[src/shared/gss_pkg.sv]
// Constants, field layouts and enumerations of the servo gain set selector.
// Assumes one 50 MHz control clock and a plain register port with byte addresses.
// Behaviour
// - Switching only in manual adjust mode 3.
// - Network: set-one vibration gains need switch one.
// - Network: set-two vibration gains need switch two.
// - Controller variant: vibration gains need controller command.
// - Network: direction-at-stop in position, positioning modes.
// - Other variants: direction-at-stop only position mode.
// - No direction switching in continuous torque mode.
// - Slight vibration control freezes first five gains.
// - Both conditions true: second set wins.
// - Second level zero never selects second set by level; signal or direction still can.
// - First level compares frequency, droop or speed.
// - Ramp into first set uses first time.
// - Ramp into second set uses second time.
// - Switch on signal, frequency, droop, speed or direction.
// - Source codes: off, signal, freq, droop, speed, direction.
// - Sense zero: at or above; one: at or below.
// - Second source: off, signal, same as first.
package gss_pkg;
   localparam int CLK_PERIOD_NS = 20;
   localparam int CTRL_PERIOD_NS = 1000000;
   localparam int CTRL_CYCLES = CTRL_PERIOD_NS / CLK_PERIOD_NS;
   localparam int GAIN_W = 16;
   localparam int N_GAINS = 8;
   localparam int N_SETS = 3;
   localparam int MEM_AW = 5;
   localparam int LVL_W = 16;
   localparam int TC_W = 16;
   localparam int ADDR_W = 8;
   localparam int DATA_W = 32;

   localparam logic [7:0] A_CTRL = 8'h00;
   localparam logic [7:0] A_FUNC = 8'h04;
   localparam logic [7:0] A_LEVEL = 8'h08;
   localparam logic [7:0] A_TIME = 8'h0C;
   localparam logic [7:0] A_LEVEL2 = 8'h10;
   localparam logic [7:0] A_TIME2 = 8'h14;
   localparam logic [7:0] A_STATUS = 8'h18;
   localparam logic [7:0] A_GAIN_FIRST = 8'h40;
   localparam logic [7:0] A_GAIN_LAST = 8'h9C;

   localparam int CTRL_MODE_LSB = 0;
   localparam int CTRL_VARIANT_LSB = 4;
   localparam int FUNC_SEL_LSB = 0;
   localparam int FUNC_SENSE_LSB = 4;
   localparam int FUNC_TCDIS_LSB = 8;
   localparam int FUNC_SEL2_LSB = 16;
   localparam int FUNC_STOP_LSB = 20;
   localparam int STAT_SET_LSB = 0;
   localparam int STAT_SRC_LSB = 4;
   localparam int STAT_BUSY_BIT = 8;
   localparam int CMD_BIT = 4;

   localparam logic [3:0] MODE_MANUAL = 4'h3;
   localparam logic [3:0] SENSE_ABOVE = 4'h0;
   localparam logic [3:0] TCDIS_AT_SWITCH = 4'h1;
   localparam logic [3:0] TCDIS_AT_RETURN = 4'h2;
   localparam logic [3:0] STOP_EN = 4'h1;
   localparam logic [1:0] SET_ORIG = 2'h0;
   localparam logic [1:0] SET_ONE = 2'h1;
   localparam logic [1:0] SET_TWO = 2'h2;
   localparam logic [2:0] G_MODEL = 3'h1;
   localparam logic [2:0] G_LAST_HELD = 3'h4;
   localparam logic [2:0] G_VIB_FIRST = 3'h5;
   localparam logic [3:0] WALK_END = 4'h8;

   typedef enum logic [3:0] {
      GSS_SRC_OFF = 4'h0,
      GSS_SRC_SIGNAL = 4'h1,
      GSS_SRC_FREQ = 4'h2,
      GSS_SRC_DROOP = 4'h3,
      GSS_SRC_SPEED = 4'h4,
      GSS_SRC_DIR = 4'h5
   } gss_src_e;

   typedef enum logic [3:0] {
      GSS_SRC2_OFF = 4'h0,
      GSS_SRC2_SIGNAL = 4'h1,
      GSS_SRC2_SAME = 4'h2
   } gss_src2_e;

   typedef enum logic [1:0] {
      GSS_VAR_NET = 2'h0,
      GSS_VAR_CTRL = 2'h1,
      GSS_VAR_PULSE = 2'h2
   } gss_variant_e;

   typedef enum logic [2:0] {
      GSS_MODE_POS = 3'h0,
      GSS_MODE_POSITIONING = 3'h1,
      GSS_MODE_SPEED = 3'h2,
      GSS_MODE_TORQUE = 3'h3,
      GSS_MODE_CONT_TORQUE = 3'h4
   } gss_mode_e;
endpackage

[src/shared/gss_mem_if.sv]
// Port between the selector and its gain table memory.
// Assumes both ends run on the same control clock.
`timescale 1ns/10ps
interface gss_mem_if;
   logic we;
   logic [gss_pkg::MEM_AW-1:0] waddr;
   logic [gss_pkg::GAIN_W-1:0] wdata;
   logic [gss_pkg::MEM_AW-1:0] raddr;
   logic [gss_pkg::GAIN_W-1:0] rdata;
   modport ctrl (output we, output waddr, output wdata, output raddr, input rdata);
   modport mem (input we, input waddr, input wdata, input raddr, output rdata);
endinterface

[src/rtl/gss_selector.sv]
// Servo gain set selector: picks the original, first or second gain set each
// control cycle and ramps eight gain outputs toward it with a first-order lag.
// Assumes all inputs are synchronous to ref_clk and steady within a control cycle.
//
// Local design decisions: the register offsets and strobed register access.
`timescale 1ns/10ps
module gss_selector
#(
   parameter int CTRL_CYCLES = gss_pkg::CTRL_CYCLES
)
(
   input wire logic ref_clk,
   input wire logic rstn,
   input wire logic [gss_pkg::ADDR_W-1:0] reg_addr,
   input wire logic [gss_pkg::DATA_W-1:0] reg_wdata,
   input wire logic reg_wr,
   input wire logic reg_rd,
   output logic [gss_pkg::DATA_W-1:0] reg_rdata,
   input wire logic [15:0] control_input_word_one,
   input wire logic [15:0] control_input_word_five,
   input wire logic gain_switch_input,
   input wire logic gain_switch2_input,
   input wire logic [2:0] control_mode,
   input wire logic motor_stopped,
   input wire logic cmd_dir_neg,
   input wire logic cmd_dir_pos,
   input wire logic [gss_pkg::LVL_W-1:0] cmd_freq,
   input wire logic [gss_pkg::LVL_W-1:0] droop_pulses,
   input wire logic [gss_pkg::LVL_W-1:0] motor_speed,
   input wire logic slight_vib_active,
   output logic [gss_pkg::N_GAINS-1:0][gss_pkg::GAIN_W-1:0] gain_out,
   output logic [1:0] active_set,
   output logic ramp_busy
);
   localparam int TICK_W = $clog2(CTRL_CYCLES + 1);
   localparam logic [TICK_W-1:0] TICK_LAST = TICK_W'(CTRL_CYCLES - 1);

   typedef struct packed {
      logic [3:0] adj_mode;
      logic [1:0] variant;
      logic [3:0] sel;
      logic [3:0] sense;
      logic [3:0] tcdis;
      logic [3:0] sel2;
      logic [3:0] stop_en;
      logic [gss_pkg::LVL_W-1:0] lvl1;
      logic [gss_pkg::TC_W-1:0] tc1;
      logic [gss_pkg::LVL_W-1:0] lvl2;
      logic [gss_pkg::TC_W-1:0] tc2;
      logic [TICK_W-1:0] tick;
      logic [1:0] tgt;
      logic [1:0] src;
      logic [gss_pkg::TC_W-1:0] tc_now;
      logic instant;
      logic busy;
      logic [3:0] step;
      logic hold;
      logic [gss_pkg::N_GAINS-1:0][gss_pkg::GAIN_W-1:0] gains;
      logic [gss_pkg::DATA_W-1:0] rdata;
   } gss_sel_s;

   gss_sel_s state_reg;
   gss_sel_s state_next;
   gss_mem_if mem_bus ();

   gss_gain_mem u_mem
   (
      .ref_clk(ref_clk),
      .rstn(rstn),
      .port(mem_bus.mem)
   );

   // Level comparison in the direction chosen by the sense field.
   function automatic logic level_hit(input logic [gss_pkg::LVL_W-1:0] value,
                                      input logic [gss_pkg::LVL_W-1:0] level,
                                      input logic [3:0] sense);
      if (sense == gss_pkg::SENSE_ABOVE)
      begin
         return value >= level;
      end
      return value <= level;
   endfunction

   // One first-order lag step; never stalls short of the target.
   function automatic logic [gss_pkg::GAIN_W-1:0] lag_step(
      input logic [gss_pkg::GAIN_W-1:0] cur,
      input logic [gss_pkg::GAIN_W-1:0] tgt,
      input logic [gss_pkg::TC_W-1:0] tc,
      input logic instant);
      logic signed [gss_pkg::GAIN_W+1:0] diff;
      logic signed [gss_pkg::GAIN_W+1:0] div;
      logic signed [gss_pkg::GAIN_W+1:0] q;
      diff = $signed({2'b00, tgt}) - $signed({2'b00, cur});
      div = $signed({2'b00, tc}) + 18'sh00001;
      if (instant || (tc == '0))
      begin
         return tgt;
      end
      q = diff / div;
      if ((q == '0) && (diff != '0))
      begin
         q = diff[gss_pkg::GAIN_W+1] ? -18'sh00001 : 18'sh00001;
      end
      return gss_pkg::GAIN_W'($signed({2'b00, cur}) + q);
   endfunction

   logic sig1;
   logic sig2;
   logic dir_ok;
   logic dir_hit;
   logic [gss_pkg::LVL_W-1:0] lvl_val;
   logic cond1;
   logic cond2;
   logic [1:0] pick;
   logic [2:0] g_rd;
   logic [2:0] g_up;
   logic [1:0] eff_set;
   logic in_gains;
   logic [gss_pkg::ADDR_W-1:0] gain_off;

   always_comb
   begin
      // Switch signals per variant: network takes input or command bit.
      unique case (gss_pkg::gss_variant_e'(state_reg.variant))
         gss_pkg::GSS_VAR_NET:
         begin
            sig1 = gain_switch_input | control_input_word_one[gss_pkg::CMD_BIT];
            sig2 = gain_switch2_input | control_input_word_five[gss_pkg::CMD_BIT];
         end
         gss_pkg::GSS_VAR_CTRL:
         begin
            sig1 = control_input_word_one[gss_pkg::CMD_BIT];
            sig2 = control_input_word_five[gss_pkg::CMD_BIT];
         end
         default:
         begin
            sig1 = gain_switch_input;
            sig2 = gain_switch2_input;
         end
      endcase
      dir_ok = (gss_pkg::gss_mode_e'(control_mode) != gss_pkg::GSS_MODE_CONT_TORQUE);
      if (motor_stopped)
      begin
         dir_ok = dir_ok && (state_reg.stop_en == gss_pkg::STOP_EN)
                  && ((gss_pkg::gss_mode_e'(control_mode) == gss_pkg::GSS_MODE_POS)
                  || ((state_reg.variant == gss_pkg::GSS_VAR_NET)
                  && (gss_pkg::gss_mode_e'(control_mode) == gss_pkg::GSS_MODE_POSITIONING)));
      end
      dir_hit = (state_reg.sense == gss_pkg::SENSE_ABOVE) ? cmd_dir_neg : cmd_dir_pos;
      unique case (state_reg.sel)
         gss_pkg::GSS_SRC_FREQ: lvl_val = cmd_freq;
         gss_pkg::GSS_SRC_DROOP: lvl_val = droop_pulses;
         default: lvl_val = motor_speed;
      endcase
      cond1 = 1'b0;
      cond2 = 1'b0;
      unique case (state_reg.sel)
         gss_pkg::GSS_SRC_SIGNAL:
            cond1 = (state_reg.sense == gss_pkg::SENSE_ABOVE) ? sig1 : !sig1;
         gss_pkg::GSS_SRC_FREQ, gss_pkg::GSS_SRC_DROOP, gss_pkg::GSS_SRC_SPEED:
            cond1 = level_hit(lvl_val, state_reg.lvl1, state_reg.sense);
         gss_pkg::GSS_SRC_DIR:
            cond1 = dir_hit && dir_ok;
         default:
            cond1 = 1'b0;
      endcase
      unique case (state_reg.sel2)
         gss_pkg::GSS_SRC2_SIGNAL:
            cond2 = sig2;
         gss_pkg::GSS_SRC2_SAME:
         begin
            if (state_reg.sel == gss_pkg::GSS_SRC_SIGNAL)
            begin
               cond2 = sig2;
            end
            else if (state_reg.sel == gss_pkg::GSS_SRC_DIR)
            begin
               cond2 = dir_hit && dir_ok;
            end
            else if (state_reg.sel != gss_pkg::GSS_SRC_OFF)
            begin
               cond2 = (state_reg.lvl2 != '0)
                       && level_hit(lvl_val, state_reg.lvl2, state_reg.sense);
            end
         end
         default:
            cond2 = 1'b0;
      endcase
      pick = gss_pkg::SET_ORIG;
      if (state_reg.adj_mode == gss_pkg::MODE_MANUAL)
      begin
         pick = cond2 ? gss_pkg::SET_TWO : (cond1 ? gss_pkg::SET_ONE : gss_pkg::SET_ORIG);
      end
   end

   always_comb
   begin
      state_next = state_reg;
      g_rd = state_reg.step[2:0];
      g_up = 3'(state_reg.step - 4'h1);
      // Model and vibration gains of a switched set need that set's signal.
      eff_set = state_reg.tgt;
      if ((g_rd == gss_pkg::G_MODEL) || (g_rd >= gss_pkg::G_VIB_FIRST))
      begin
         if ((state_reg.tgt == gss_pkg::SET_ONE) && !sig1)
         begin
            eff_set = gss_pkg::SET_ORIG;
         end
         if ((state_reg.tgt == gss_pkg::SET_TWO) && !sig2)
         begin
            eff_set = gss_pkg::SET_ORIG;
         end
      end
      mem_bus.raddr = {eff_set, g_rd};
      in_gains = (reg_addr >= gss_pkg::A_GAIN_FIRST) && (reg_addr <= gss_pkg::A_GAIN_LAST)
                 && (reg_addr[1:0] == 2'b00);
      gain_off = reg_addr - gss_pkg::A_GAIN_FIRST;
      mem_bus.we = reg_wr && in_gains;
      mem_bus.waddr = gain_off[gss_pkg::MEM_AW+1:2];
      mem_bus.wdata = reg_wdata[gss_pkg::GAIN_W-1:0];

      if (reg_wr)
      begin
         unique case (reg_addr)
            gss_pkg::A_CTRL:
            begin
               state_next.adj_mode = reg_wdata[gss_pkg::CTRL_MODE_LSB +: 4];
               state_next.variant = reg_wdata[gss_pkg::CTRL_VARIANT_LSB +: 2];
            end
            gss_pkg::A_FUNC:
            begin
               state_next.sel = reg_wdata[gss_pkg::FUNC_SEL_LSB +: 4];
               state_next.sense = reg_wdata[gss_pkg::FUNC_SENSE_LSB +: 4];
               state_next.tcdis = reg_wdata[gss_pkg::FUNC_TCDIS_LSB +: 4];
               state_next.sel2 = reg_wdata[gss_pkg::FUNC_SEL2_LSB +: 4];
               state_next.stop_en = reg_wdata[gss_pkg::FUNC_STOP_LSB +: 4];
            end
            gss_pkg::A_LEVEL: state_next.lvl1 = reg_wdata[gss_pkg::LVL_W-1:0];
            gss_pkg::A_TIME: state_next.tc1 = reg_wdata[gss_pkg::TC_W-1:0];
            gss_pkg::A_LEVEL2: state_next.lvl2 = reg_wdata[gss_pkg::LVL_W-1:0];
            gss_pkg::A_TIME2: state_next.tc2 = reg_wdata[gss_pkg::TC_W-1:0];
            default: ;
         endcase
      end

      state_next.rdata = '0;
      if (reg_rd)
      begin
         unique case (reg_addr)
            gss_pkg::A_CTRL:
            begin
               state_next.rdata[gss_pkg::CTRL_MODE_LSB +: 4] = state_reg.adj_mode;
               state_next.rdata[gss_pkg::CTRL_VARIANT_LSB +: 2] = state_reg.variant;
            end
            gss_pkg::A_FUNC:
            begin
               state_next.rdata[gss_pkg::FUNC_SEL_LSB +: 4] = state_reg.sel;
               state_next.rdata[gss_pkg::FUNC_SENSE_LSB +: 4] = state_reg.sense;
               state_next.rdata[gss_pkg::FUNC_TCDIS_LSB +: 4] = state_reg.tcdis;
               state_next.rdata[gss_pkg::FUNC_SEL2_LSB +: 4] = state_reg.sel2;
               state_next.rdata[gss_pkg::FUNC_STOP_LSB +: 4] = state_reg.stop_en;
            end
            gss_pkg::A_LEVEL: state_next.rdata[gss_pkg::LVL_W-1:0] = state_reg.lvl1;
            gss_pkg::A_TIME: state_next.rdata[gss_pkg::TC_W-1:0] = state_reg.tc1;
            gss_pkg::A_LEVEL2: state_next.rdata[gss_pkg::LVL_W-1:0] = state_reg.lvl2;
            gss_pkg::A_TIME2: state_next.rdata[gss_pkg::TC_W-1:0] = state_reg.tc2;
            gss_pkg::A_STATUS:
            begin
               state_next.rdata[gss_pkg::STAT_SET_LSB +: 2] = state_reg.tgt;
               state_next.rdata[gss_pkg::STAT_SRC_LSB +: 2] = state_reg.src;
               state_next.rdata[gss_pkg::STAT_BUSY_BIT] = state_reg.busy;
            end
            default: ;
         endcase
      end

      // Control cycle timer; the set is chosen and registered on its wrap.
      if (state_reg.tick == TICK_LAST)
      begin
         state_next.tick = '0;
         state_next.tgt = pick;
         state_next.busy = 1'b1;
         state_next.step = '0;
         if (pick != state_reg.tgt)
         begin
            state_next.src = state_reg.tgt;
            if (pick == gss_pkg::SET_TWO)
            begin
               state_next.tc_now = state_reg.tc2;
            end
            else if (pick == gss_pkg::SET_ONE)
            begin
               state_next.tc_now = state_reg.tc1;
            end
            else
            begin
               state_next.tc_now = (state_reg.tgt == gss_pkg::SET_TWO) ? state_reg.tc2
                                                                       : state_reg.tc1;
            end
            state_next.instant = ((pick != gss_pkg::SET_ORIG)
                                  && (state_reg.tcdis == gss_pkg::TCDIS_AT_SWITCH))
                                 || ((pick == gss_pkg::SET_ORIG)
                                  && (state_reg.tcdis == gss_pkg::TCDIS_AT_RETURN));
         end
      end
      else
      begin
         state_next.tick = state_reg.tick + TICK_W'(1);
      end

      // Walk: read gain k while updating gain k-1 from the memory's registered output.
      if (state_reg.busy && (state_reg.tick != TICK_LAST))
      begin
         state_next.hold = slight_vib_active && (g_rd <= gss_pkg::G_LAST_HELD);
         if ((state_reg.step != '0) && !state_reg.hold)
         begin
            state_next.gains[g_up] = lag_step(state_reg.gains[g_up], mem_bus.rdata,
                                              state_reg.tc_now, state_reg.instant);
         end
         if (state_reg.step == gss_pkg::WALK_END)
         begin
            state_next.busy = 1'b0;
         end
         else
         begin
            state_next.step = state_reg.step + 4'h1;
         end
      end
   end

   always_ff @(posedge ref_clk)
   begin
      if (!rstn)
      begin
         state_reg <= '0;
      end
      else
      begin
         state_reg <= state_next;
      end
   end

   assign reg_rdata = state_reg.rdata;
   assign gain_out = state_reg.gains;
   assign active_set = state_reg.tgt;
   assign ramp_busy = state_reg.busy;
endmodule

[src/rtl/gss_gain_mem.sv]
// Gain table: three sets of eight gains, one write port and one registered read.
// Assumes a synchronous active-low reset that clears every word.
`timescale 1ns/10ps
module gss_gain_mem
(
   input wire logic ref_clk,
   input wire logic rstn,
   gss_mem_if.mem port
);
   localparam int DEPTH = gss_pkg::N_SETS * gss_pkg::N_GAINS;

   typedef struct packed {
      logic [DEPTH-1:0][gss_pkg::GAIN_W-1:0] words;
      logic [gss_pkg::GAIN_W-1:0] rdata;
   } gss_mem_s;

   gss_mem_s state_reg;
   gss_mem_s state_next;

   always_comb
   begin
      state_next = state_reg;
      if (port.we && (int'(port.waddr) < DEPTH))
      begin
         state_next.words[port.waddr] = port.wdata;
      end
      state_next.rdata = '0;
      if (int'(port.raddr) < DEPTH)
      begin
         state_next.rdata = state_reg.words[port.raddr];
      end
   end

   always_ff @(posedge ref_clk)
   begin
      if (!rstn)
      begin
         state_reg <= '0;
      end
      else
      begin
         state_reg <= state_next;
      end
   end

   assign port.rdata = state_reg.rdata;
endmodule

[config.mk]
export PLATFORM = sky130hd
export DESIGN_NAME = gss_selector
export DESIGN_NICKNAME = d
export VERILOG_FILES = /design/src/shared/gss_pkg.sv /design/src/shared/gss_mem_if.sv /design/src/rtl/gss_selector.sv /design/src/rtl/gss_gain_mem.sv
export SDC_FILE = /design/constraint.sdc
export NUM_CORES = 2
export LEC_CHECK = 0
export ABC_CLOCK_PERIOD_IN_PS = 55700
export BUFFER_PORTS_ARGS = -buffer_cell sky130_fd_sc_hd__buf_4
export CORE_UTILIZATION = 45
export CTS_CLUSTER_SIZE = 8
export DETAILED_ROUTE_END_ITERATION = 8
export GPL_TIMING_DRIVEN = 0
export PLACE_DENSITY = 0.72
export SYNTH_ARGS = -nofsm -noshare
export SYNTH_HDL_FRONTEND = slang
export SYNTH_SLANG_ARGS = --single-unit
export TNS_END_PERCENT = 10
[constraint.sdc]
create_clock -name ref_clk -period 55.7 [get_ports ref_clk]
set_input_delay 8.355 -clock ref_clk [delete_from_list [all_inputs] [get_ports ref_clk]]
set_output_delay 8.355 -clock ref_clk [all_outputs]
set_load 0.1 [all_outputs]
* After elaboration in Yosys (flattened, before gate mapping)
Index checks and enable logic that the tools add are counted.
** Storage, ports and cells
- Register bits :: 693
- Output and inout bits :: 163
- Logic and storage cells :: 230
- Input bits :: 133
** Cells by class
- Equality and inequality tests :: 29
- Magnitude comparators :: 15
- Add/sub/neg operators :: 7
- Reductions and logical operators :: 52
- Muxes and demuxes :: 68
- Bitwise operators :: 3
- Div/mod/pow operators :: 1
** Operators by type and width (number)
- 384-bit bitwise mux :: 1
- 16-bit two-way mux :: 16
- 134-bit two-way mux :: 1
- 128-bit bitwise mux :: 1
- 128-bit two-way mux :: 1
- 16-bit binary-select mux with 5-bit select :: 1
- 16-bit demux with 5-bit select :: 1
- 16-bit binary-select mux with 3-bit select :: 1
- 16-bit demux with 3-bit select :: 1
- 16-bit >= comparator :: 2
- 16-bit <= comparator :: 2
- 16-bit case mux with 2 select lines :: 1
- 2-bit case mux with 7 select lines :: 2
- 1-bit two-way mux :: 25
- 8-bit by 5-bit == test with 1-bit output (second input constant) :: 3
- 4-bit by 2-bit == test with 1-bit output (second input constant) :: 5
- 2-bit AND reduction :: 10
- 1-bit logical AND :: 19
- 18-bit by 18-bit divider with 18-bit output :: 1
- 18-bit logical NOT :: 1
- 18-bit nonzero test :: 1
- 16-bit by 1-bit adder with 17-bit output (second input constant) :: 1
- 16-bit by 16-bit subtractor with 17-bit output :: 1
- 16-bit by 1-bit adder with 16-bit output (second input constant) :: 1
- other kinds (50) :: 76

* Depth between registers and ports, before layout
- Word-level depth :: 21
- Mapped depth :: 222
- Gate-level depth less buffers :: 199

* Hierarchy
A second synthesis with hierarchy kept.
** Second synthesis, totals
- Cells, all modules :: 5167
- Area, all modules :: 45387.3 um^2
** Modules (own cells, without submodules)
- gss_selector :: area an instance 26780.7 um^2, sequential area each 5705.5 um^2, times used 1, cells an instance 3528
- gss_gain_mem :: area an instance 18606.6 um^2, sequential area each 8007.7 um^2, times used 1, cells an instance 1639

* Least setup slack after synthesis
OpenSTA, ideal clock, no wires.
- Kind :: flip-flop to flip-flop
- Start :: register state_reg, in the netlist g_rd[1]
- End :: register state_reg, in the netlist gain_out[110]
- Setup time :: 0.141 ns
- Buffers on the path :: 25
- Required time :: 55.559 ns
- Path slack :: 11.822 ns
- Period minus slack after synthesis :: 43.878 ns
- Arrival :: 43.737 ns
- Cell stages (with the launch flop) :: 197
- Cells stage by stage :: dfxtp_1 clkbuf_1 clkbuf_1 buf_1 inv_1 ha_1 inv_1 ha_1 clkbuf_1 nor3b_1 clkbuf_1 a22oi_1 and4_1 ha_1 clkbuf_1 nor3b_1 a311oi_1 o311ai_1 (+161 left out) nor3_4 o21a_1 a21oi_1 fa_1 a21o_1 a21oi_1 o21ai_0 a21o_1 a21o_1 a21o_1 a21o_1 a21oi_1 o21bai_1 a21o_1 a21oi_1 xnor2_1 mux2i_1 a21oi_1
** Between the ends
- Cells in the longest elaborated chain, start to end :: 16
- Elaborated cells on any way between the ends :: 26
- Those cells by class :: add/sub (3); div (1); order compare (2); mux (13); reduce/logical (7)
** RTL lines
- start: declaration :: RTL line gss_selector.sv:62 : gss_sel_s state_reg;
- start signal: assignment :: RTL line gss_selector.sv:339 : state_reg <= state_next;
- 3-bit by 1-bit subtractor with 3-bit output :: RTL line gss_selector.sv:200 : g_up = 3'(state_reg.step - 4'h1);
- 16-bit binary-select mux with 3-bit select :: RTL line gss_selector.sv:317 : state_next.gains[g_up] = lag_step(state_reg.gains[g_up], mem_bus.rdata,
- 16-bit two-way mux (implied by the code) :: RTL line gss_selector.sv:317
- 16-bit by 16-bit subtractor with 17-bit output :: RTL line gss_selector.sv:93 : diff = $signed({2'b00, tgt}) - $signed({2'b00, cur});
- 18-bit by 18-bit divider with 18-bit output :: RTL line gss_selector.sv:99 : q = diff / div;
- 18-bit logical NOT :: RTL line gss_selector.sv:100 : if ((q == '0) && (diff != '0))
- 1-bit logical AND :: RTL line gss_selector.sv:100
- 16-bit two-way mux :: RTL line gss_selector.sv:100
- 16-bit two-way mux :: RTL line gss_selector.sv:99
- 16-bit two-way mux :: RTL line gss_selector.sv:315 : if ((state_reg.step != '0) && !state_reg.hold)
- 16-bit two-way mux :: RTL line gss_selector.sv:312 : if (state_reg.busy && (state_reg.tick != TICK_LAST))
- 16-bit adder :: RTL line gss_selector.sv:104 : return gss_pkg::GAIN_W'($signed({2'b00, cur}) + q);
- 16-bit two-way mux :: RTL line gss_selector.sv:99
- 16-bit two-way mux :: RTL line gss_selector.sv:315
- 16-bit two-way mux :: RTL line gss_selector.sv:312
- 128-bit bitwise mux :: RTL line gss_selector.sv:317
Parallel ways exist; a longest one is shown, timed or not. The select of a mux whose other input is x is not followed.
A chain may end at the register's enable or synchronous reset.

* Worst setup path after layout
- Start :: register state_reg, in the netlist g_rd[1]
- End :: register state_reg, in the netlist gain_out[127]
The elaborated chain is that of the path after synthesis.

==> out/qor.csv <==
metric,value,unit
outcome,"finished, final reports clean",
"commonest non-fill, non-tap cell in the layout",nand2_1,
Die Y,311,um
setup_tns,0,ns
Critical Path Fanout Max,19,
DR vias,42800,
post-synth top area share,0.320,
Wirelength per Cell,22.2,um
Critical Path Max Stage Delay,0.57,ns
clock root buffer,clkbuf_16,
largest net degree at the start of global routing,24,
Max Transition Viols Final,0,
share of layout cells above drive strength 1,0.137,
Crit. End Element,register,
Clock Pin Slew Worst Setup and Hold Paths,0.05,ns
critical setup path kind,reg -> reg,
Clock Sinks,685,
Most used DFF post-synth,dfxtp_1,
unique cell type count in the Yosys netlist,99,
GRT Residual Overflow,0,
Core Region,93900,um^2
synth top area cells,"dfxtp_1, nand2_1, a21oi_1",
Inserted Clock Buffers,96,
final WL,157,mm
Syn Area/Cell,7.87,um^2
Tmin final,53.30,ns
endpoints failing setup,0,
asr flop ratio synth,0,
drc violations,0,
vias in the first global route,40200,
initial core utilization,0.457,
Slew HR,0.0734,
CP Launch Type,register,
Post-synth EDFFs,0,
Routability Congestion,1.00,
cell row count,112,
storage element area,13700,um^2
hold buffer count at cts,0,
slew at the pin with the worst max-slew slack,1.39,ns
PortBufs,230,
mapped cell area,42900,um^2
drt initial violations,4831,
slowest CP cell,o311ai_2,
"commonest cells after routing, fill and taps aside","nand2_1, dfxtp_1, a21oi_1",
Max Fclk,18.8,MHz
"Area growth, synth to finish",14.7,%
sequential share of the synthesized area,0.320,
DR pass1 iterations,9,
multi-input logic area,26300,um^2
Fillers,8911,
Synth Register Bits,685,
# H-tree levels,3,
initial antenna violation count,3,
Max-cap violations,0,
Yosys top cell by area,dfxtp_1,
Critical Path AT,53.86,ns
vias per cell,6.06,
worst hold path type,reg -> reg,
overall routing resource usage,0.310,
post-layout util,0.524,
max FFs per register,384,
final period utilization,0.957,
clk buf depth,3,
Worst Clk Skew,0.0463,ns
TritonCTS clock tree,built,
Antenna Nets Post-Route,0,
instance count of the mapped netlist,5451,
Boundary Pins,296,
Final #Nets,6176,
Die W,311,um
"reg-to-reg slack, setup",2.40,ns
synth warn,0,
Most common cell on crit path,ha_1,
post-DP HPWL,117,mm
DIE AREA,96500,um^2
worst-skew pair later-pin latency,0.68,ns
final hold viol count,0,
Critical Path RT,56.26,ns
first-pass GRT wire length,236,mm
area by class of cell:
cell class,count,share of cell area
Clock inverter,6,0.00267
Inverter,121,0.00923
Sequential cell,685,0.279
Antenna cell,1,0.0000509
Multi-Input combinational cell,4126,0.535
Timing Repair Buffer,240,0.0374
Buffer,525,0.0537
Tap cell,1254,0.0319
Clock buffer,102,0.0510
path summary, 6_finish.rpt:
check                           depth (start not counted)                               from                                 to
worst max-delay path                                  197                 g_rd[1]$_SDFF_PN0_         gain_out[127]$_SDFFE_PN0P_
worst min-delay path                                    2  u_mem.state_reg[393]$_SDFFE_PN0P_  u_mem.state_reg[393]$_SDFFE_PN0P_
worst max register to register                        197                 g_rd[1]$_SDFF_PN0_         gain_out[127]$_SDFFE_PN0P_
worst min register to register                          2  u_mem.state_reg[393]$_SDFFE_PN0P_  u_mem.state_reg[393]$_SDFFE_PN0P_
metrics by stage:
step / setup slack [ns] / instances / hold WS [ns] / cell area (um^2)
6_report: 2.40 / 7060 / 0.450 / 49200
5_1_grt: -0.0425 / 7059 / 0.463 / 49200
4_1_cts: 0.0450 / 7058 / 0.450 / 49100
3_5_place_dp: -1.33 / 6950 / 0.443 / 46400
3_3_place_gp: -1.80 / 6943 / 0.438 / 46200
2_1_floorplan: 11.82 / 5459 / 0.430 / 42900
critical path: cells and delay by family (launching register included):
family	cells	cell delay (ns)
muxes	5	1.81
adders and majority gates	22	6.56
xor gates and xnor gates	1	0.23
and+or+nand+nor	39	9.66
buffers and inverters	34	10.09
DFF	1	0.34
AOI/OAI and AO/OA	96	24.40
cells by family (layout without fill, tap and decap cells):
| logic type | count (synthesis) | after routing | share of synthesized area |
|---|---|---|---|
| and+or+nand+nor | 2029 | 2029 | 0.205 |
| buffers and inverters | 648 | 994 | 0.0716 |
| muxes | 229 | 229 | 0.0879 |
| xor gates and xnor gates | 150 | 150 | 0.0306 |
| other | 1 | 10 | 0.0000875 |
| DFF | 685 | 685 | 0.320 |
| AOI/OAI and AO/OA | 1461 | 1461 | 0.213 |
| adders and majority gates | 248 | 248 | 0.0727 |
repair_timing:
action / in CTS / in global routing
endpoints found under the setup margin: 96 / 128
pin swaps: 0 / 1
resized for setup: 8 / 62
buffers inserted: 0 / 3
routing by layer:
layer	GRT usage	routed length, um	share of wire	up-vias
met5	0.000988	22	0.00014	-
met4	0.170	8660	0.055	4
met3	0.0543	14400	0.092	526
met2	0.503	72100	0.46	2245
met1	0.391	61400	0.39	20300
li1	-	-	-	19700
cells in the mapped netlist (all sizes together) (112+ instances only):
cell,number
a22oi,126
inv,120
dfxtp,685
nand2,1187
buf,198
a211oi,124
nor2,387
mux4,112
ha,246
clkbuf,329
o21ai,159
a21oi,661
Power is not shown: default switching activity piles up to over one toggle a cycle in this logic, so the estimate is an artifact.
